## src/include/rpio_pkg.sv

```systemverilog
// Package for the rear-panel control I/O block: constants, timing and carrier types
// How it works
// - Test-set bus has thirteen shared lines and three strobes/direction.
// - Up to sixteen daisy-chained test sets share the bus at once.
// - All four test-set select outputs are held at logic zero.
// - Shared lines carry address then latched data, and are bidirectional.
// - Address phase marked by active-low strobe of at least one microsecond.
// - Data phase marked by active-low strobe of at least one microsecond.
// - Direction line high for read, low for write.
// - No sweep starts while the holdoff input is low.
// - Abort input low for ten microseconds aborts the running sweep.
// - Two latched 8-bit output ports and two latched 4-bit bidirectional ports.
// - Trigger low pulse of one microsecond latches the two general outputs.
// - Each bidirectional port has a status output: low input, high output.
// - After handler data update, active-low write strobe of one microsecond.
// - Latched pass/fail output with configurable active polarity.
// - Pass/fail update gives active-low pass/fail strobe of one microsecond.
// - Sweep completion pulses sweep-done low for at least ten microseconds.
// - Handler configuration changes only through the remote command port.
// - Low power-control input is reported as a power-button press.
package rpio_pkg;
    localparam int unsigned RPIO_CLK_HZ = 200_000_000;
    localparam int unsigned RPIO_AD_W = 13;
    localparam int unsigned RPIO_SEL_W = 4;
    localparam int unsigned RPIO_MAX_UNITS = 16;
    // Times in nanoseconds as printed
    localparam int unsigned RPIO_STROBE_MIN_NS = 1_000;
    localparam int unsigned RPIO_LONG_MIN_NS = 10_000;
    localparam int unsigned RPIO_SETUP_NS = 100;
    // Least times round up to whole cycles
    localparam int unsigned RPIO_STROBE_CYC =
        (RPIO_STROBE_MIN_NS * (RPIO_CLK_HZ / 1_000_000) + 999) / 1000;
    localparam int unsigned RPIO_LONG_CYC =
        (RPIO_LONG_MIN_NS * (RPIO_CLK_HZ / 1_000_000) + 999) / 1000;
    localparam int unsigned RPIO_SETUP_CYC =
        (RPIO_SETUP_NS * (RPIO_CLK_HZ / 1_000_000) + 999) / 1000;
    localparam int unsigned RPIO_CNT_W = 12;
    localparam logic [RPIO_SEL_W-1:0] RPIO_SEL_VALUE = 4'h0;

    // Test-set bus request from the CPU
    typedef struct packed {
        logic valid;
        logic read;
        logic [RPIO_AD_W-1:0] addr;
        logic [RPIO_AD_W-1:0] wdata;
    } rpio_tsreq_t;

    // Handler update request from the CPU
    typedef struct packed {
        logic valid;
        logic [7:0] port_a;
        logic [7:0] port_b;
        logic [3:0] port_c;
        logic [3:0] port_d;
        logic c_out;
        logic d_out;
        logic [1:0] general;
    } rpio_hreq_t;

    // Bus machine states
    typedef enum logic [2:0] {
        RPIO_TS_IDLE = 3'b000,
        RPIO_TS_ASET = 3'b001,
        RPIO_TS_ASTB = 3'b010,
        RPIO_TS_DSET = 3'b011,
        RPIO_TS_DSTB = 3'b100
    } rpio_ts_state_t;

    // Handler strobe states
    typedef enum logic [1:0] {
        RPIO_HS_IDLE = 2'b00,
        RPIO_HS_SET = 2'b01,
        RPIO_HS_STB = 2'b10
    } rpio_hs_state_t;
endpackage

```

## src/rpio_sync.sv

```systemverilog
// Three-stage pin synchroniser with agreement filter
`timescale 1ns/1ps
`default_nettype none
module rpio_sync #(
    parameter int unsigned W = 1,
    parameter logic [W-1:0] INIT = '1
) (
    // Clock and reset
    input wire logic sys_clk_i,
    input wire logic reset_i,
    // Pin and clean level
    input wire logic [W-1:0] pin_i,
    output logic [W-1:0] level_o
);
    typedef struct packed {
        logic [W-1:0] s1;
        logic [W-1:0] s2;
        logic [W-1:0] s3;
        logic [W-1:0] lvl;
    } rpio_sync_st_t;
    rpio_sync_st_t st_q, st_d;

    // Level changes only when stages two and three agree
    always_comb begin
        st_d = st_q;
        st_d.s1 = pin_i;
        st_d.s2 = st_q.s1;
        st_d.s3 = st_q.s2;
        for (int i = 0; i < W; i++) begin
            if (st_q.s2[i] == st_q.s3[i]) begin
                st_d.lvl[i] = st_q.s3[i];
            end
        end
    end

    // State register
    always_ff @(posedge sys_clk_i) begin
        if (reset_i) begin
            st_q <= {INIT, INIT, INIT, INIT};
        end else begin
            st_q <= st_d;
        end
    end

    assign level_o = st_q.lvl;
endmodule
`default_nettype wire

```

## src/rpio_top.sv

```systemverilog
// Rear-panel control I/O: test-set bus master and handler port
`timescale 1ns/1ps
`default_nettype none
module rpio_top
    import rpio_pkg::*;
(
    // Clock and reset
    input wire logic sys_clk_i,
    input wire logic reset_i,
    // CPU side: test-set bus requests
    input wire rpio_tsreq_t ts_req_i,
    output logic ts_busy_o,
    output logic ts_done_o,
    output logic [RPIO_AD_W-1:0] ts_rdata_o,
    // CPU side: handler requests and configuration
    input wire rpio_hreq_t h_req_i,
    input wire logic remote_cfg_i,
    input wire logic pf_valid_i,
    input wire logic pf_pass_i,
    input wire logic pf_pol_i,
    output logic h_busy_o,
    output logic pf_busy_o,
    // CPU side: sweep control
    input wire logic sweep_start_i,
    input wire logic sweep_end_i,
    output logic sweep_go_o,
    output logic sweep_abort_o,
    output logic power_press_o,
    // Test-set bus pins
    output logic [RPIO_SEL_W-1:0] unit_select_o,
    input wire logic [RPIO_AD_W-1:0] shared_addr_data_lines_i,
    output logic [RPIO_AD_W-1:0] shared_addr_data_lines_o,
    output logic shared_addr_data_lines_oe_n_o,
    output logic addr_phase_strobe_n_o,
    output logic data_phase_strobe_n_o,
    output logic direction_read_high_o,
    input wire logic holdoff_n_i,
    input wire logic abort_n_i,
    // Handler pins
    input wire logic latch_trigger_n_i,
    output logic [1:0] general_latched_outputs_o,
    output logic [7:0] wide_output_first_o,
    output logic [7:0] wide_output_second_o,
    input wire logic [3:0] port_c_i,
    output logic [3:0] port_c_o,
    output logic port_c_oe_n_o,
    input wire logic [3:0] port_d_i,
    output logic [3:0] port_d_o,
    output logic port_d_oe_n_o,
    output logic port_c_status_o,
    output logic port_d_status_o,
    output logic data_write_strobe_n_o,
    output logic pass_fail_o,
    output logic pf_write_strobe_n_o,
    output logic sweep_done_n_o,
    // Power pin and read-back of bidirectional ports
    input wire logic power_n_i,
    output logic [3:0] port_c_in_o,
    output logic [3:0] port_d_in_o
);
    // All module state
    typedef struct packed {
        rpio_ts_state_t ts;
        logic [RPIO_CNT_W-1:0] ts_cnt;
        logic ts_read;
        logic [RPIO_AD_W-1:0] ad_out;
        logic ad_oe_n;
        logic las_n;
        logic lds_n;
        logic direction_read_high;
        logic ts_done;
        logic [RPIO_AD_W-1:0] rdata;
        rpio_hs_state_t hs;
        logic [RPIO_CNT_W-1:0] hs_cnt;
        logic [7:0] pa;
        logic [7:0] pb;
        logic [3:0] pc;
        logic [3:0] pd;
        logic c_out;
        logic d_out;
        logic [1:0] gen_pend;
        logic [1:0] gen_out;
        logic dws_n;
        rpio_hs_state_t ps;
        logic [RPIO_CNT_W-1:0] ps_cnt;
        logic pf_lvl;
        logic pfs_n;
        logic [RPIO_CNT_W-1:0] trig_cnt;
        logic trig_armed;
        logic [RPIO_CNT_W-1:0] abort_cnt;
        logic abort_p;
        logic sweeping;
        logic go;
        logic [RPIO_CNT_W-1:0] done_cnt;
        logic done_n;
        logic pwr;
        logic [3:0] cin;
        logic [3:0] din;
        logic [RPIO_CNT_W-1:0] done_low;
    } rpio_st_t;
    rpio_st_t st_q, st_d;

    logic hold_n, abort_n, trig_n, pwr_n;
    logic [3:0] c_in, d_in;

    // Pins from outside the clock domain are filtered
    rpio_sync #(.W(12), .INIT(12'hFFF)) u_sync (
        .sys_clk_i(sys_clk_i),
        .reset_i(reset_i),
        .pin_i({holdoff_n_i, abort_n_i, latch_trigger_n_i, power_n_i, port_c_i, port_d_i}),
        .level_o({hold_n, abort_n, trig_n, pwr_n, c_in, d_in})
    );

    // Checks a strobe timer; true in the last cycle of the programmed width
    function automatic logic cnt_done(input logic [RPIO_CNT_W-1:0] c, input int unsigned n);
        cnt_done = (c >= RPIO_CNT_W'(n - 1));
    endfunction

    // Next-state logic for every part of the block
    always_comb begin
        st_d = st_q;
        st_d.ts_done = 1'b0;
        st_d.abort_p = 1'b0;
        st_d.go = 1'b0;
        st_d.cin = c_in;
        st_d.din = d_in;

        unique case (st_q.ts)
            RPIO_TS_IDLE: begin
                if (ts_req_i.valid) begin
                    st_d.ad_out = ts_req_i.addr;
                    st_d.ad_oe_n = 1'b0;
                    st_d.ts_read = ts_req_i.read;
                    st_d.direction_read_high = ts_req_i.read;
                    st_d.ts_cnt = '0;
                    st_d.ts = RPIO_TS_ASET;
                    if (!ts_req_i.read) begin
                        st_d.rdata = ts_req_i.wdata;
                    end
                end
            end
            RPIO_TS_ASET: begin
                st_d.ts_cnt = st_q.ts_cnt + 1'b1;
                if (cnt_done(st_q.ts_cnt, RPIO_SETUP_CYC)) begin
                    st_d.ts_cnt = '0;
                    st_d.las_n = 1'b0;
                    st_d.ts = RPIO_TS_ASTB;
                end
            end
            RPIO_TS_ASTB: begin
                st_d.ts_cnt = st_q.ts_cnt + 1'b1;
                if (cnt_done(st_q.ts_cnt, RPIO_STROBE_CYC)) begin
                    st_d.ts_cnt = '0;
                    st_d.las_n = 1'b1;
                    st_d.ad_out = st_q.rdata;
                    st_d.ad_oe_n = st_q.ts_read;
                    st_d.ts = RPIO_TS_DSET;
                end
            end
            RPIO_TS_DSET: begin
                st_d.ts_cnt = st_q.ts_cnt + 1'b1;
                if (cnt_done(st_q.ts_cnt, RPIO_SETUP_CYC)) begin
                    st_d.ts_cnt = '0;
                    st_d.lds_n = 1'b0;
                    st_d.ts = RPIO_TS_DSTB;
                end
            end
            RPIO_TS_DSTB: begin
                st_d.ts_cnt = st_q.ts_cnt + 1'b1;
                if (cnt_done(st_q.ts_cnt, RPIO_STROBE_CYC)) begin
                    st_d.lds_n = 1'b1;
                    st_d.ad_oe_n = 1'b1;
                    st_d.ts_done = 1'b1;
                    if (st_q.ts_read) begin
                        st_d.rdata = shared_addr_data_lines_i;
                    end
                    st_d.ts = RPIO_TS_IDLE;
                end
            end
            default: st_d.ts = RPIO_TS_IDLE;
        endcase

        // updates accepted only from remote commands
        unique case (st_q.hs)
            RPIO_HS_IDLE: begin
                if (h_req_i.valid && remote_cfg_i) begin
                    st_d.pa = h_req_i.port_a;
                    st_d.pb = h_req_i.port_b;
                    st_d.pc = h_req_i.port_c;
                    st_d.pd = h_req_i.port_d;
                    st_d.c_out = h_req_i.c_out;
                    st_d.d_out = h_req_i.d_out;
                    st_d.gen_pend = h_req_i.general;
                    st_d.hs_cnt = '0;
                    st_d.hs = RPIO_HS_SET;
                end
            end
            RPIO_HS_SET: begin
                st_d.hs_cnt = st_q.hs_cnt + 1'b1;
                if (cnt_done(st_q.hs_cnt, RPIO_SETUP_CYC)) begin
                    st_d.hs_cnt = '0;
                    st_d.dws_n = 1'b0;
                    st_d.hs = RPIO_HS_STB;
                end
            end
            RPIO_HS_STB: begin
                st_d.hs_cnt = st_q.hs_cnt + 1'b1;
                if (cnt_done(st_q.hs_cnt, RPIO_STROBE_CYC)) begin
                    st_d.dws_n = 1'b1;
                    st_d.hs = RPIO_HS_IDLE;
                end
            end
            default: st_d.hs = RPIO_HS_IDLE;
        endcase

        unique case (st_q.ps)
            RPIO_HS_IDLE: begin
                if (pf_valid_i) begin
                    st_d.pf_lvl = pf_pass_i ^ pf_pol_i;
                    st_d.ps_cnt = '0;
                    st_d.ps = RPIO_HS_SET;
                end
            end
            RPIO_HS_SET: begin
                st_d.ps_cnt = st_q.ps_cnt + 1'b1;
                if (cnt_done(st_q.ps_cnt, RPIO_SETUP_CYC)) begin
                    st_d.ps_cnt = '0;
                    st_d.pfs_n = 1'b0;
                    st_d.ps = RPIO_HS_STB;
                end
            end
            RPIO_HS_STB: begin
                st_d.ps_cnt = st_q.ps_cnt + 1'b1;
                if (cnt_done(st_q.ps_cnt, RPIO_STROBE_CYC)) begin
                    st_d.pfs_n = 1'b1;
                    st_d.ps = RPIO_HS_IDLE;
                end
            end
            default: st_d.ps = RPIO_HS_IDLE;
        endcase

        if (!trig_n) begin
            if (!cnt_done(st_q.trig_cnt, RPIO_STROBE_CYC)) begin
                st_d.trig_cnt = st_q.trig_cnt + 1'b1;
            end else begin
                st_d.trig_armed = 1'b1;
            end
        end else begin
            st_d.trig_cnt = '0;
            st_d.trig_armed = 1'b0;
            if (st_q.trig_armed) begin
                st_d.gen_out = st_q.gen_pend;
            end
        end

        if (!abort_n) begin
            if (!cnt_done(st_q.abort_cnt, RPIO_LONG_CYC)) begin
                st_d.abort_cnt = st_q.abort_cnt + 1'b1;
            end else if (st_q.sweeping) begin
                st_d.abort_p = 1'b1;
                st_d.sweeping = 1'b0;
            end
        end else begin
            st_d.abort_cnt = '0;
        end

        if (sweep_start_i && hold_n && !st_q.sweeping) begin
            st_d.sweeping = 1'b1;
            st_d.go = 1'b1;
        end

        if (st_q.done_cnt != '0) begin
            st_d.done_cnt = st_q.done_cnt - 1'b1;
            if (st_q.done_cnt == RPIO_CNT_W'(1)) begin
                st_d.done_n = 1'b1;
            end
        end
        if (sweep_end_i && st_q.sweeping && !st_d.abort_p) begin
            st_d.sweeping = 1'b0;
            st_d.done_n = 1'b0;
            st_d.done_cnt = RPIO_CNT_W'(RPIO_LONG_CYC);
        end
        // Low-time count for the width check; saturates so a re-armed pulse cannot wrap
        if (st_q.done_n) begin
            st_d.done_low = '0;
        end else if (st_q.done_low != '1) begin
            st_d.done_low = st_q.done_low + 1'b1;
        end

        st_d.pwr = !pwr_n;
    end

    // State register
    always_ff @(posedge sys_clk_i) begin
        if (reset_i) begin
            st_q <= '0;
            st_q.ts <= RPIO_TS_IDLE;
            st_q.hs <= RPIO_HS_IDLE;
            st_q.ps <= RPIO_HS_IDLE;
            st_q.ad_oe_n <= 1'b1;
            st_q.las_n <= 1'b1;
            st_q.lds_n <= 1'b1;
            st_q.direction_read_high <= 1'b1;
            st_q.dws_n <= 1'b1;
            st_q.pfs_n <= 1'b1;
            st_q.done_n <= 1'b1;
        end else begin
            st_q <= st_d;
        end
    end

    // select bits low, every chained unit answers
    assign unit_select_o = RPIO_SEL_VALUE;
    assign shared_addr_data_lines_o = st_q.ad_out;
    assign shared_addr_data_lines_oe_n_o = st_q.ad_oe_n;
    assign addr_phase_strobe_n_o = st_q.las_n;
    assign data_phase_strobe_n_o = st_q.lds_n;
    assign direction_read_high_o = st_q.direction_read_high;
    assign ts_busy_o = (st_q.ts != RPIO_TS_IDLE);
    assign ts_done_o = st_q.ts_done;
    assign ts_rdata_o = st_q.rdata;
    assign wide_output_first_o = st_q.pa;
    assign wide_output_second_o = st_q.pb;
    assign port_c_o = st_q.pc;
    assign port_d_o = st_q.pd;
    assign port_c_oe_n_o = !st_q.c_out;
    assign port_d_oe_n_o = !st_q.d_out;
    assign port_c_status_o = st_q.c_out;
    assign port_d_status_o = st_q.d_out;
    assign port_c_in_o = st_q.cin;
    assign port_d_in_o = st_q.din;
    assign general_latched_outputs_o = st_q.gen_out;
    assign data_write_strobe_n_o = st_q.dws_n;
    assign h_busy_o = (st_q.hs != RPIO_HS_IDLE);
    assign pass_fail_o = st_q.pf_lvl;
    assign pf_write_strobe_n_o = st_q.pfs_n;
    assign pf_busy_o = (st_q.ps != RPIO_HS_IDLE);
    assign sweep_done_n_o = st_q.done_n;
    assign sweep_go_o = st_q.go;
    assign sweep_abort_o = st_q.abort_p;
    assign power_press_o = st_q.pwr;

    // Strobe widths: address and write strobes checked to 199-201 low cycles, sweep-done strobe to the documented minimum, data strobe to 8 cycles only
    AST_LAS_WIDTH: assert property (@(posedge sys_clk_i) disable iff (reset_i)
        $fell(addr_phase_strobe_n_o) |-> !addr_phase_strobe_n_o [*8])
        else $error("address strobe too short");
    AST_LDS_WIDTH: assert property (@(posedge sys_clk_i) disable iff (reset_i)
        $fell(data_phase_strobe_n_o) |-> !data_phase_strobe_n_o [*8])
        else $error("data strobe too short");
    AST_LAS_END: assert property (@(posedge sys_clk_i) disable iff (reset_i)
        $fell(addr_phase_strobe_n_o) |-> ##[199:201] addr_phase_strobe_n_o)
        else $error("address strobe wrong length");
    AST_ADDR_STABLE: assert property (@(posedge sys_clk_i) disable iff (reset_i)
        !addr_phase_strobe_n_o |-> $stable(shared_addr_data_lines_o) && !shared_addr_data_lines_oe_n_o)
        else $error("address moved under strobe");
    AST_RLW_STABLE: assert property (@(posedge sys_clk_i) disable iff (reset_i)
        (!data_phase_strobe_n_o || !addr_phase_strobe_n_o) |-> $stable(direction_read_high_o))
        else $error("direction changed mid cycle");
    AST_READ_RELEASE: assert property (@(posedge sys_clk_i) disable iff (reset_i)
        (!data_phase_strobe_n_o && direction_read_high_o) |-> shared_addr_data_lines_oe_n_o)
        else $error("lines driven during read");
    AST_SEL_ZERO: assert property (@(posedge sys_clk_i) disable iff (reset_i)
        unit_select_o == 4'h0)
        else $error("select bits not zero");
    AST_DWS_DATA: assert property (@(posedge sys_clk_i) disable iff (reset_i)
        !data_write_strobe_n_o |-> $stable(wide_output_first_o) && $stable(port_c_o))
        else $error("handler data moved under strobe");
    AST_DWS_WIDTH: assert property (@(posedge sys_clk_i) disable iff (reset_i)
        $fell(data_write_strobe_n_o) |-> ##[199:201] data_write_strobe_n_o)
        else $error("write strobe wrong length");
    AST_PFS_DATA: assert property (@(posedge sys_clk_i) disable iff (reset_i)
        !pf_write_strobe_n_o |-> $stable(pass_fail_o) ##1 1'b1)
        else $error("pass fail moved under strobe");
    AST_DONE_WIDTH: assert property (@(posedge sys_clk_i) disable iff (reset_i)
        $rose(sweep_done_n_o) |-> st_q.done_low >= RPIO_CNT_W'(RPIO_LONG_CYC))
        else $error("sweep done pulse too short");
    AST_STATUS: assert property (@(posedge sys_clk_i) disable iff (reset_i)
        port_c_status_o == !port_c_oe_n_o && port_d_status_o == !port_d_oe_n_o)
        else $error("status disagrees with direction");
endmodule
`default_nettype wire

```

## config.mk

```make
export PLATFORM = sky130hd
export DESIGN_NAME = rpio_top
export DESIGN_NICKNAME = d
export VERILOG_FILES = /design/src/include/rpio_pkg.sv /design/src/rpio_sync.sv /design/src/rpio_top.sv
export SDC_FILE = /design/constraint.sdc
export NUM_CORES = 1
export LEC_CHECK = 0
export BUFFER_PORTS_ARGS = -buffer_cell sky130_fd_sc_hd__buf_2
export CAP_MARGIN = 15
export CORE_UTILIZATION = 36
export CTS_CLUSTER_SIZE = 20
export DETAILED_ROUTE_END_ITERATION = 8
export SKIP_CTS_REPAIR_TIMING = 1
export SLEW_MARGIN = 20
export SYNTH_ARGS = -nofsm -noshare
export SYNTH_HDL_FRONTEND = slang
export SYNTH_SLANG_ARGS = --single-unit
```

## constraint.sdc

```tcl
create_clock -name sys_clk_i -period 5.1 [get_ports sys_clk_i]
set_input_delay 0.765 -clock sys_clk_i [delete_from_list [all_inputs] [get_ports sys_clk_i]]
set_output_delay 0.765 -clock sys_clk_i [all_outputs]
set_load 0.02 [all_outputs]
```

Yosys cells after proc, flatten, opt, wreduce, memory -nomap -nowiden
Index checks and enable logic that the tools add are counted.
{ "totals": {"regBits": 206, "elab_cells": 198, "in_bits": 90, "out_inout_bits": 83} }
{ "classes": {"eq_ne": 35, "n_bitwise": 2, "muxes": 42, "add_sub_neg": 6, "n_reduce_logical": 53, "magnitude_cmp": 8} }
{ "ops": {"columns": ["operator", "count"], "rows": [
  ["$mux 15", 5],
  ["$pmux 12 s3", 2],
  ["$add 12x1->12 const B", 5],
  ["$pmux 12 s5", 1],
  ["$pmux 13 s2", 2],
  ["$ge 12x8->1 const B", 4],
  ["$mux 14", 3],
  ["$mux 42", 1],
  ["$mux 13", 3],
  ["$ge 12x5->1 const B", 3],
  ["$mux 30", 1],
  ["$ne 2x2->1 const B", 14],
  ["$mux 12", 2],
  ["$reduce_bool 2->1", 11],
  ["$reduce_and 3->1", 7],
  ["$reduce_and 2->1", 9],
  ["$pmux 3 s5", 1],
  ["$eq 1x1->1", 12],
  ["$eq 12x1->1 const B", 1],
  ["$ge 12x11->1 const B", 1],
  ["$mux 2", 6],
  ["$pmux 2 s3", 2],
  ["$reduce_bool 12->1", 1],
  ["$reduce_bool 3->1", 4],
  ["other kinds (20)", 45]
]} }

Logic depth before layout (Yosys ltp)
{ "depth": {"ltp_word": 7, "ltp_mapped": 8, "mapped_depth_nobuf": 7} }

Cells and area by module
From an unflattened synthesis, not the netlist that was laid out.
{ "hier_totals": {"hier_cells": 1043, "hier_area_um2": 9267.6} }
{ "modules_own_cells": {"columns": ["mod", "area_each_um2", "instances", "cells_each"], "rows": [
  ["rpio_top", 7758.7, 1, 906],
  ["rpio_sync", 1508.9, 1, 137]
]} }

Worst setup path before layout
Ideal clock, no wire load.
{ "synth_timing": {"path_kind": "input port to flip-flop", "start": "input port ts_req_i[27] in the netlist's numbering", "end": "register st_q[155] in the netlist's numbering", "arrival_ps": 2143, "required_ps": 5036, "slack_ps": 2893, "cell_stages": 7, "setup_ps": 64, "path_buffers": 3, "path_cell_list": "clkbuf_1 > or4_1 > and2_1 > clkbuf_1 > a41o_1 > buf_2 > nor2_1"} }
{ "synth_between": {"elab_chain_len": 2} }
{ "synth_lines": {"columns": ["item", "line_no", "text"], "rows": [
  ["from (decl)", "rpio_top.sv:11", "input wire rpio_tsreq_t ts_req_i,"],
  ["$ne 2x2->1 (no source line)", null, null],
  ["$reduce_and 2->1 (no source line)", null, null],
  ["to (signal assigned)", "rpio_top.sv:308", "st_q <= st_d;"],
  ["to (decl)", "rpio_top.sv:101", "rpio_st_t st_q, st_d;"]
]} }
Every way passes these cells.
A chain may end at the register's enable or synchronous reset.

Worst setup path in the final report
{ "layout_timing": {"start": "register st_q[168] in the netlist's numbering", "end": "register st_q (netlist bit shared_addr_data_lines_o[11])"} }
{ "layout_between": {"elab_chain_len": 3, "elab_cells_between_ends": 7} }
{ "layout_lines": {"columns": ["item", "line_no", "text"], "rows": [
  ["$eq 3x2->1 or $logic_not 3->1 (tied branches)", "rpio_top.sv:128", "unique case (st_q.ts)"],
  ["$ne 2x2->1 (no source line) or $reduce_bool 2->1 (tied branches)", null, null],
  ["$reduce_and 3->1 (no source line)", null, null]
]} }
Several ways; a longest one is shown, not always the timed one.

==> reports/results.txt <==
The flow ran to the end, and the final reports show no timing, DRC or antenna violations. Counting cells, the worst reg-to-reg path comes to 4. The final period demand of the worst path was 2.557 ns; the synthesized area per cell was 8.608 µm². The class of the tightest hold or removal check is reg -> reg. Hold timing on the final database bottoms out at a slack of 0.4022 ns. The logs give 0 for the post-detailed-route DRC marker count and 0.164 for the power share of the combinational group.

The number of different library cells used by synthesis comes to 64. Row generation in the floorplan step produced 57 rows. The number of cells traversed by the worst hold path was 1. The final hold violation count was 0; the part of the power in the clock network was 0.418. Synthesis produced a netlist whose cell count is 1032. The run gives 0 as the number of violations of the max-capacitance limit.

After clock tree synthesis, the clock-pin slew on the worst setup and hold paths is 0.06 ns. The final clock period utilization by the worst path works out to 0.5013. The highest cell delay on the worst timing path works out to 0.91 ns. The kind of critical path was reg -> reg. In the final timing run, aggregate negative setup slack is 0 ns. The signal on the critical path passes through or3b_1, o21ai_2, nor2_1, a311oi_1. The first global-routing pass estimated 31150 µm of wire. For the overall fraction of global-route tracks in use, the log shows 0.1441. The switching power came out at 1.146 mW.

The first detailed-routing pass ran for 5 iterations. The final-report max-slew violation count was 0; the initial core utilization was 0.3664. The net count of the finished layout is 1221. Critical path endpoint category: a flip-flop. For the worst-skew pair, the clock arrives at the later sink with an insertion delay of 0.51 ns. The tree is rooted in a sky130_fd_sc_hd__clkbuf_16. In the layout the commonest cells are 206 x sky130_fd_sc_hd__dfxtp_1, 167 x sky130_fd_sc_hd__buf_2, 135 x sky130_fd_sc_hd__nand2_1, 106 x sky130_fd_sc_hd__nor2_1, 63 x sky130_fd_sc_hd__nand3_1. The congestion estimate from routability-driven global placement came to 0.8142. The via count of the routed design came out at 7079. The sum of overflow across all layers after global routing is 0, and the clock buffer count from CTS is 24. Relative to the synthesized area, the layout overhead comes to 16.34%. For the count of endpoints failing setup in the final report, the log shows 0. For the total number of yosys warnings, the log shows 0. Data on the critical path arrives at its endpoint at 2.96 ns. Transition time at the pin with the least slew margin: 1.050 ns. Across the VDD grid, the largest voltage drop is 0.2746 mV. The slowest stage of the critical path is the sky130_fd_sc_hd__o21ai_2 cell. In this run, synthesis produced a sequential element count of 206. Entering global routing, the biggest net connects 67 pins. In this run the worst path has a maximum fanout of 28. The tools report the beginning of the worst hold path as u_sync.st_d[26]$_SDFF_PP1_.

The endpoint identified for the worst register-to-register timing path is shared_addr_data_lines_o[11]$_SDFFE_PP0P_. The number of H-tree levels is 1. Setup slack on the worst reg-to-reg path comes out at 2.54 ns.

Number of filler instances in the final layout: 2460. The core box area is 24250 µm². The run gives 0.4642 as the proportion of synthesized chip area in sequential cells.

Leaving out fill and tap cells, the most frequent cell in the layout is sky130_fd_sc_hd__dfxtp_1. The share of flip-flops with an asynchronous set or reset after synthesis was 0. Count of buffers inserted at the top-level ports: 168. The logs give 0.418 for the part of the power in registers and 3 for the maximum buffer depth of the clock tree.

The die covers 25310 µm². The total power per unit cell area was 412.3 nW/µm²; the post-detailed-placement half-perimeter wirelength was 12610 µm. Switching part of the total power: 0.2690. The path with the worst hold slack has its endpoint at u_sync.st_d[14]$_SDFF_PP1_. The layout cell share with drive strength beyond 1 came out at 0.2363.

TritonCTS built the clock tree. The logs give 5.51 ns for the critical path data required time and 206 for the clock net sink count. Once routing completed, OpenROAD measured the worst setup slack at 2.543 ns. The run gives 0.01812 ns as the worst clock skew.

The logs give 8884 µm² for the combined area of all synthesized cells and 4.060 nW for the cell leakage power. The I/O pin count is 173. Setup repair after global routing left no endpoint under its margin. STA classifies the critical path startpoint as a flip-flop. The total routed wirelength came out at 18660 µm.

Static timing analysis puts the maximum clock frequency at 391.2 MHz. The logs give 0.2954 for the worst slew margin relative to its limit and 0 for the count of antenna-violating nets left after detailed routing. For this run, the leading register cell type out of synthesis is sky130_fd_sc_hd__dfxtp_1. Dividing the detail-routed via count by the number of cells gives 4.855. The internal power of the cells totals 3.115 mW. After the first detailed-routing iteration, the DRC count stood at 539.

The run gives 0 as the number of antenna repair diodes. The synthesized design contains 0 enable-type register cells. Timing analysis after detailed placement gives a worst setup slack of 2.242 ns. The vertical extent of the die was 159.1 µm; the total buffers and inverters traversed by the critical path was 0. The via count of the first global-routing pass was 6288. Broken down by cell family, the worst path's largest delay share belongs to compound AO/OA/AOI/OAI gates. The run gives 0 as the initial antenna violation count.

After detailed routing, the average wire length per cell comes to 12.80 µm. The die is 159.1 µm wide. The startpoint of the lowest-slack register-to-register path was st_q[168]$_SDFFE_PP0P_.
## per-layer routing
| layer | track usage | part of all wire | wire length (µm) | vias up |
|---|---|---|---|---|
| met1 | 0.1995 | 0.48 | 8962 | 3215 |
| met2 | 0.2223 | 0.44 | 8303 | 160 |
| met4 | 0.05638 | 0.027 | 507 | 0 |
| met5 | 0 | 0 | 0 | - |
| met3 | 0.02579 | 0.048 | 889 | 42 |
| li1 | - | - | - | 3662 |
## logic make-up after synthesis
| logic type | after synthesis | share of synthesized area |
|---|---|---|
| and+or+nand+nor | 460 | 0.2503 |
| DFF | 206 | 0.4642 |
| AOI/OAI and AO/OA | 178 | 0.1404 |
| buffers and inverters | 134 | 0.08563 |
| xor gates and xnor gates | 31 | 0.03056 |
| adders and majority gates | 13 | 0.01831 |
| muxes | 9 | 0.01014 |
| other | 1 | 0.0004221 |
## per-stage QoR
stage	power [mW]	cell area, µm²	util	std cells
2_1_floorplan	2.366	8895	-	1035
3_3_place_gp	2.504	9484	0.3911	1416
3_5_place_dp	2.510	9484	0.3911	1416
4_1_cts	4.318	10320	0.4258	1458
5_1_grt	4.493	10330	0.4262	1458
6_report	4.261	10330	0.4262	1458
## synthesized netlist by cell type, types with 13 or more instances
cell type | n | share of area
sky130_fd_sc_hd__or2_2 | 39 | 0.027
sky130_fd_sc_hd__xor2_1 | 14 | 0.014
sky130_fd_sc_hd__a31oi_1 | 17 | 0.012
sky130_fd_sc_hd__a311oi_1 | 20 | 0.020
sky130_fd_sc_hd__nand2_1 | 135 | 0.057
sky130_fd_sc_hd__xnor2_1 | 17 | 0.017
sky130_fd_sc_hd__and3_1 | 13 | 0.0092
sky130_fd_sc_hd__ha_1 | 13 | 0.018
sky130_fd_sc_hd__nor2_1 | 106 | 0.045
sky130_fd_sc_hd__dfxtp_1 | 206 | 0.46
sky130_fd_sc_hd__inv_1 | 19 | 0.0080
sky130_fd_sc_hd__nand3_1 | 64 | 0.036
sky130_fd_sc_hd__or3_1 | 17 | 0.012
sky130_fd_sc_hd__clkbuf_1 | 40 | 0.017
sky130_fd_sc_hd__o21bai_1 | 13 | 0.011
sky130_fd_sc_hd__buf_4 | 65 | 0.055
sky130_fd_sc_hd__nor3_1 | 20 | 0.011
sky130_fd_sc_hd__a21oi_1 | 62 | 0.035
## worst max-delay path by stage
| stage | depth (start not counted) | startpoint | endpoint |
|---|---|---|---|
| floorplan | 7 | ts_req_i[27] | st_q[155]$_SDFFE_PP0P_ |
| global placement | 6 | h_req_i[28] | st_q[116]$_SDFFE_PP0P_ |
| detailed placement | 6 | h_req_i[28] | st_q[116]$_SDFFE_PP0P_ |
| CTS | 7 | st_q[121]$_SDFFE_PP0P_ | st_q[116]$_SDFFE_PP0P_ |
| global route | 6 | st_q[155]$_SDFFE_PP0P_ | shared_addr_data_lines_oe_n_o$_SDFFE_PP1P_ |
| finish | 4 | st_q[168]$_SDFFE_PP0P_ | shared_addr_data_lines_o[11]$_SDFFE_PP0P_ |
## power groups by stage
stage          sequential (mW)  combinational, mW  clock (mW)
5_1_grt                   1.80              0.787        1.91
2_1_floorplan             1.81              0.558           0
3_5_place_dp              1.82              0.694           0
6_report                  1.78              0.698        1.78
3_3_place_gp              1.82              0.689           0
4_1_cts                   1.78              0.699        1.84
## sequential cells by signal (all words and copies together) (netlist names), 2 cells and up
name,cells
st_q,84
u_sync.st_q,12
wide_output_first_o,8
u_sync.st_d,24
port_c_in_o,4
wide_output_second_o,8
port_d_in_o,4
ts_rdata_o,13
u_sync.level_o,12
shared_addr_data_lines_o,13
general_latched_outputs_o,2
port_c_o,4
port_d_o,4
## cell type report
cell class	instances	area, µm²	share of cell area
repair buffers	172	873.3	0.08450
inverters	19	71.32	0.006901
well taps	324	405.4	0.03923
clock inverters	8	121.4	0.01174
flip-flops and latches	206	4124	0.3990
clock buffers	34	719.4	0.06961
multi-input cells	695	4020	0.3890
## worst reg2reg max path: cells and delay by family (launching register included)
family | cells | cell delay, ns
compound gates | 2 | 1.18
simple gates | 2 | 0.73
flops | 1 | 0.54
Power figures use the tool's default switching activity.
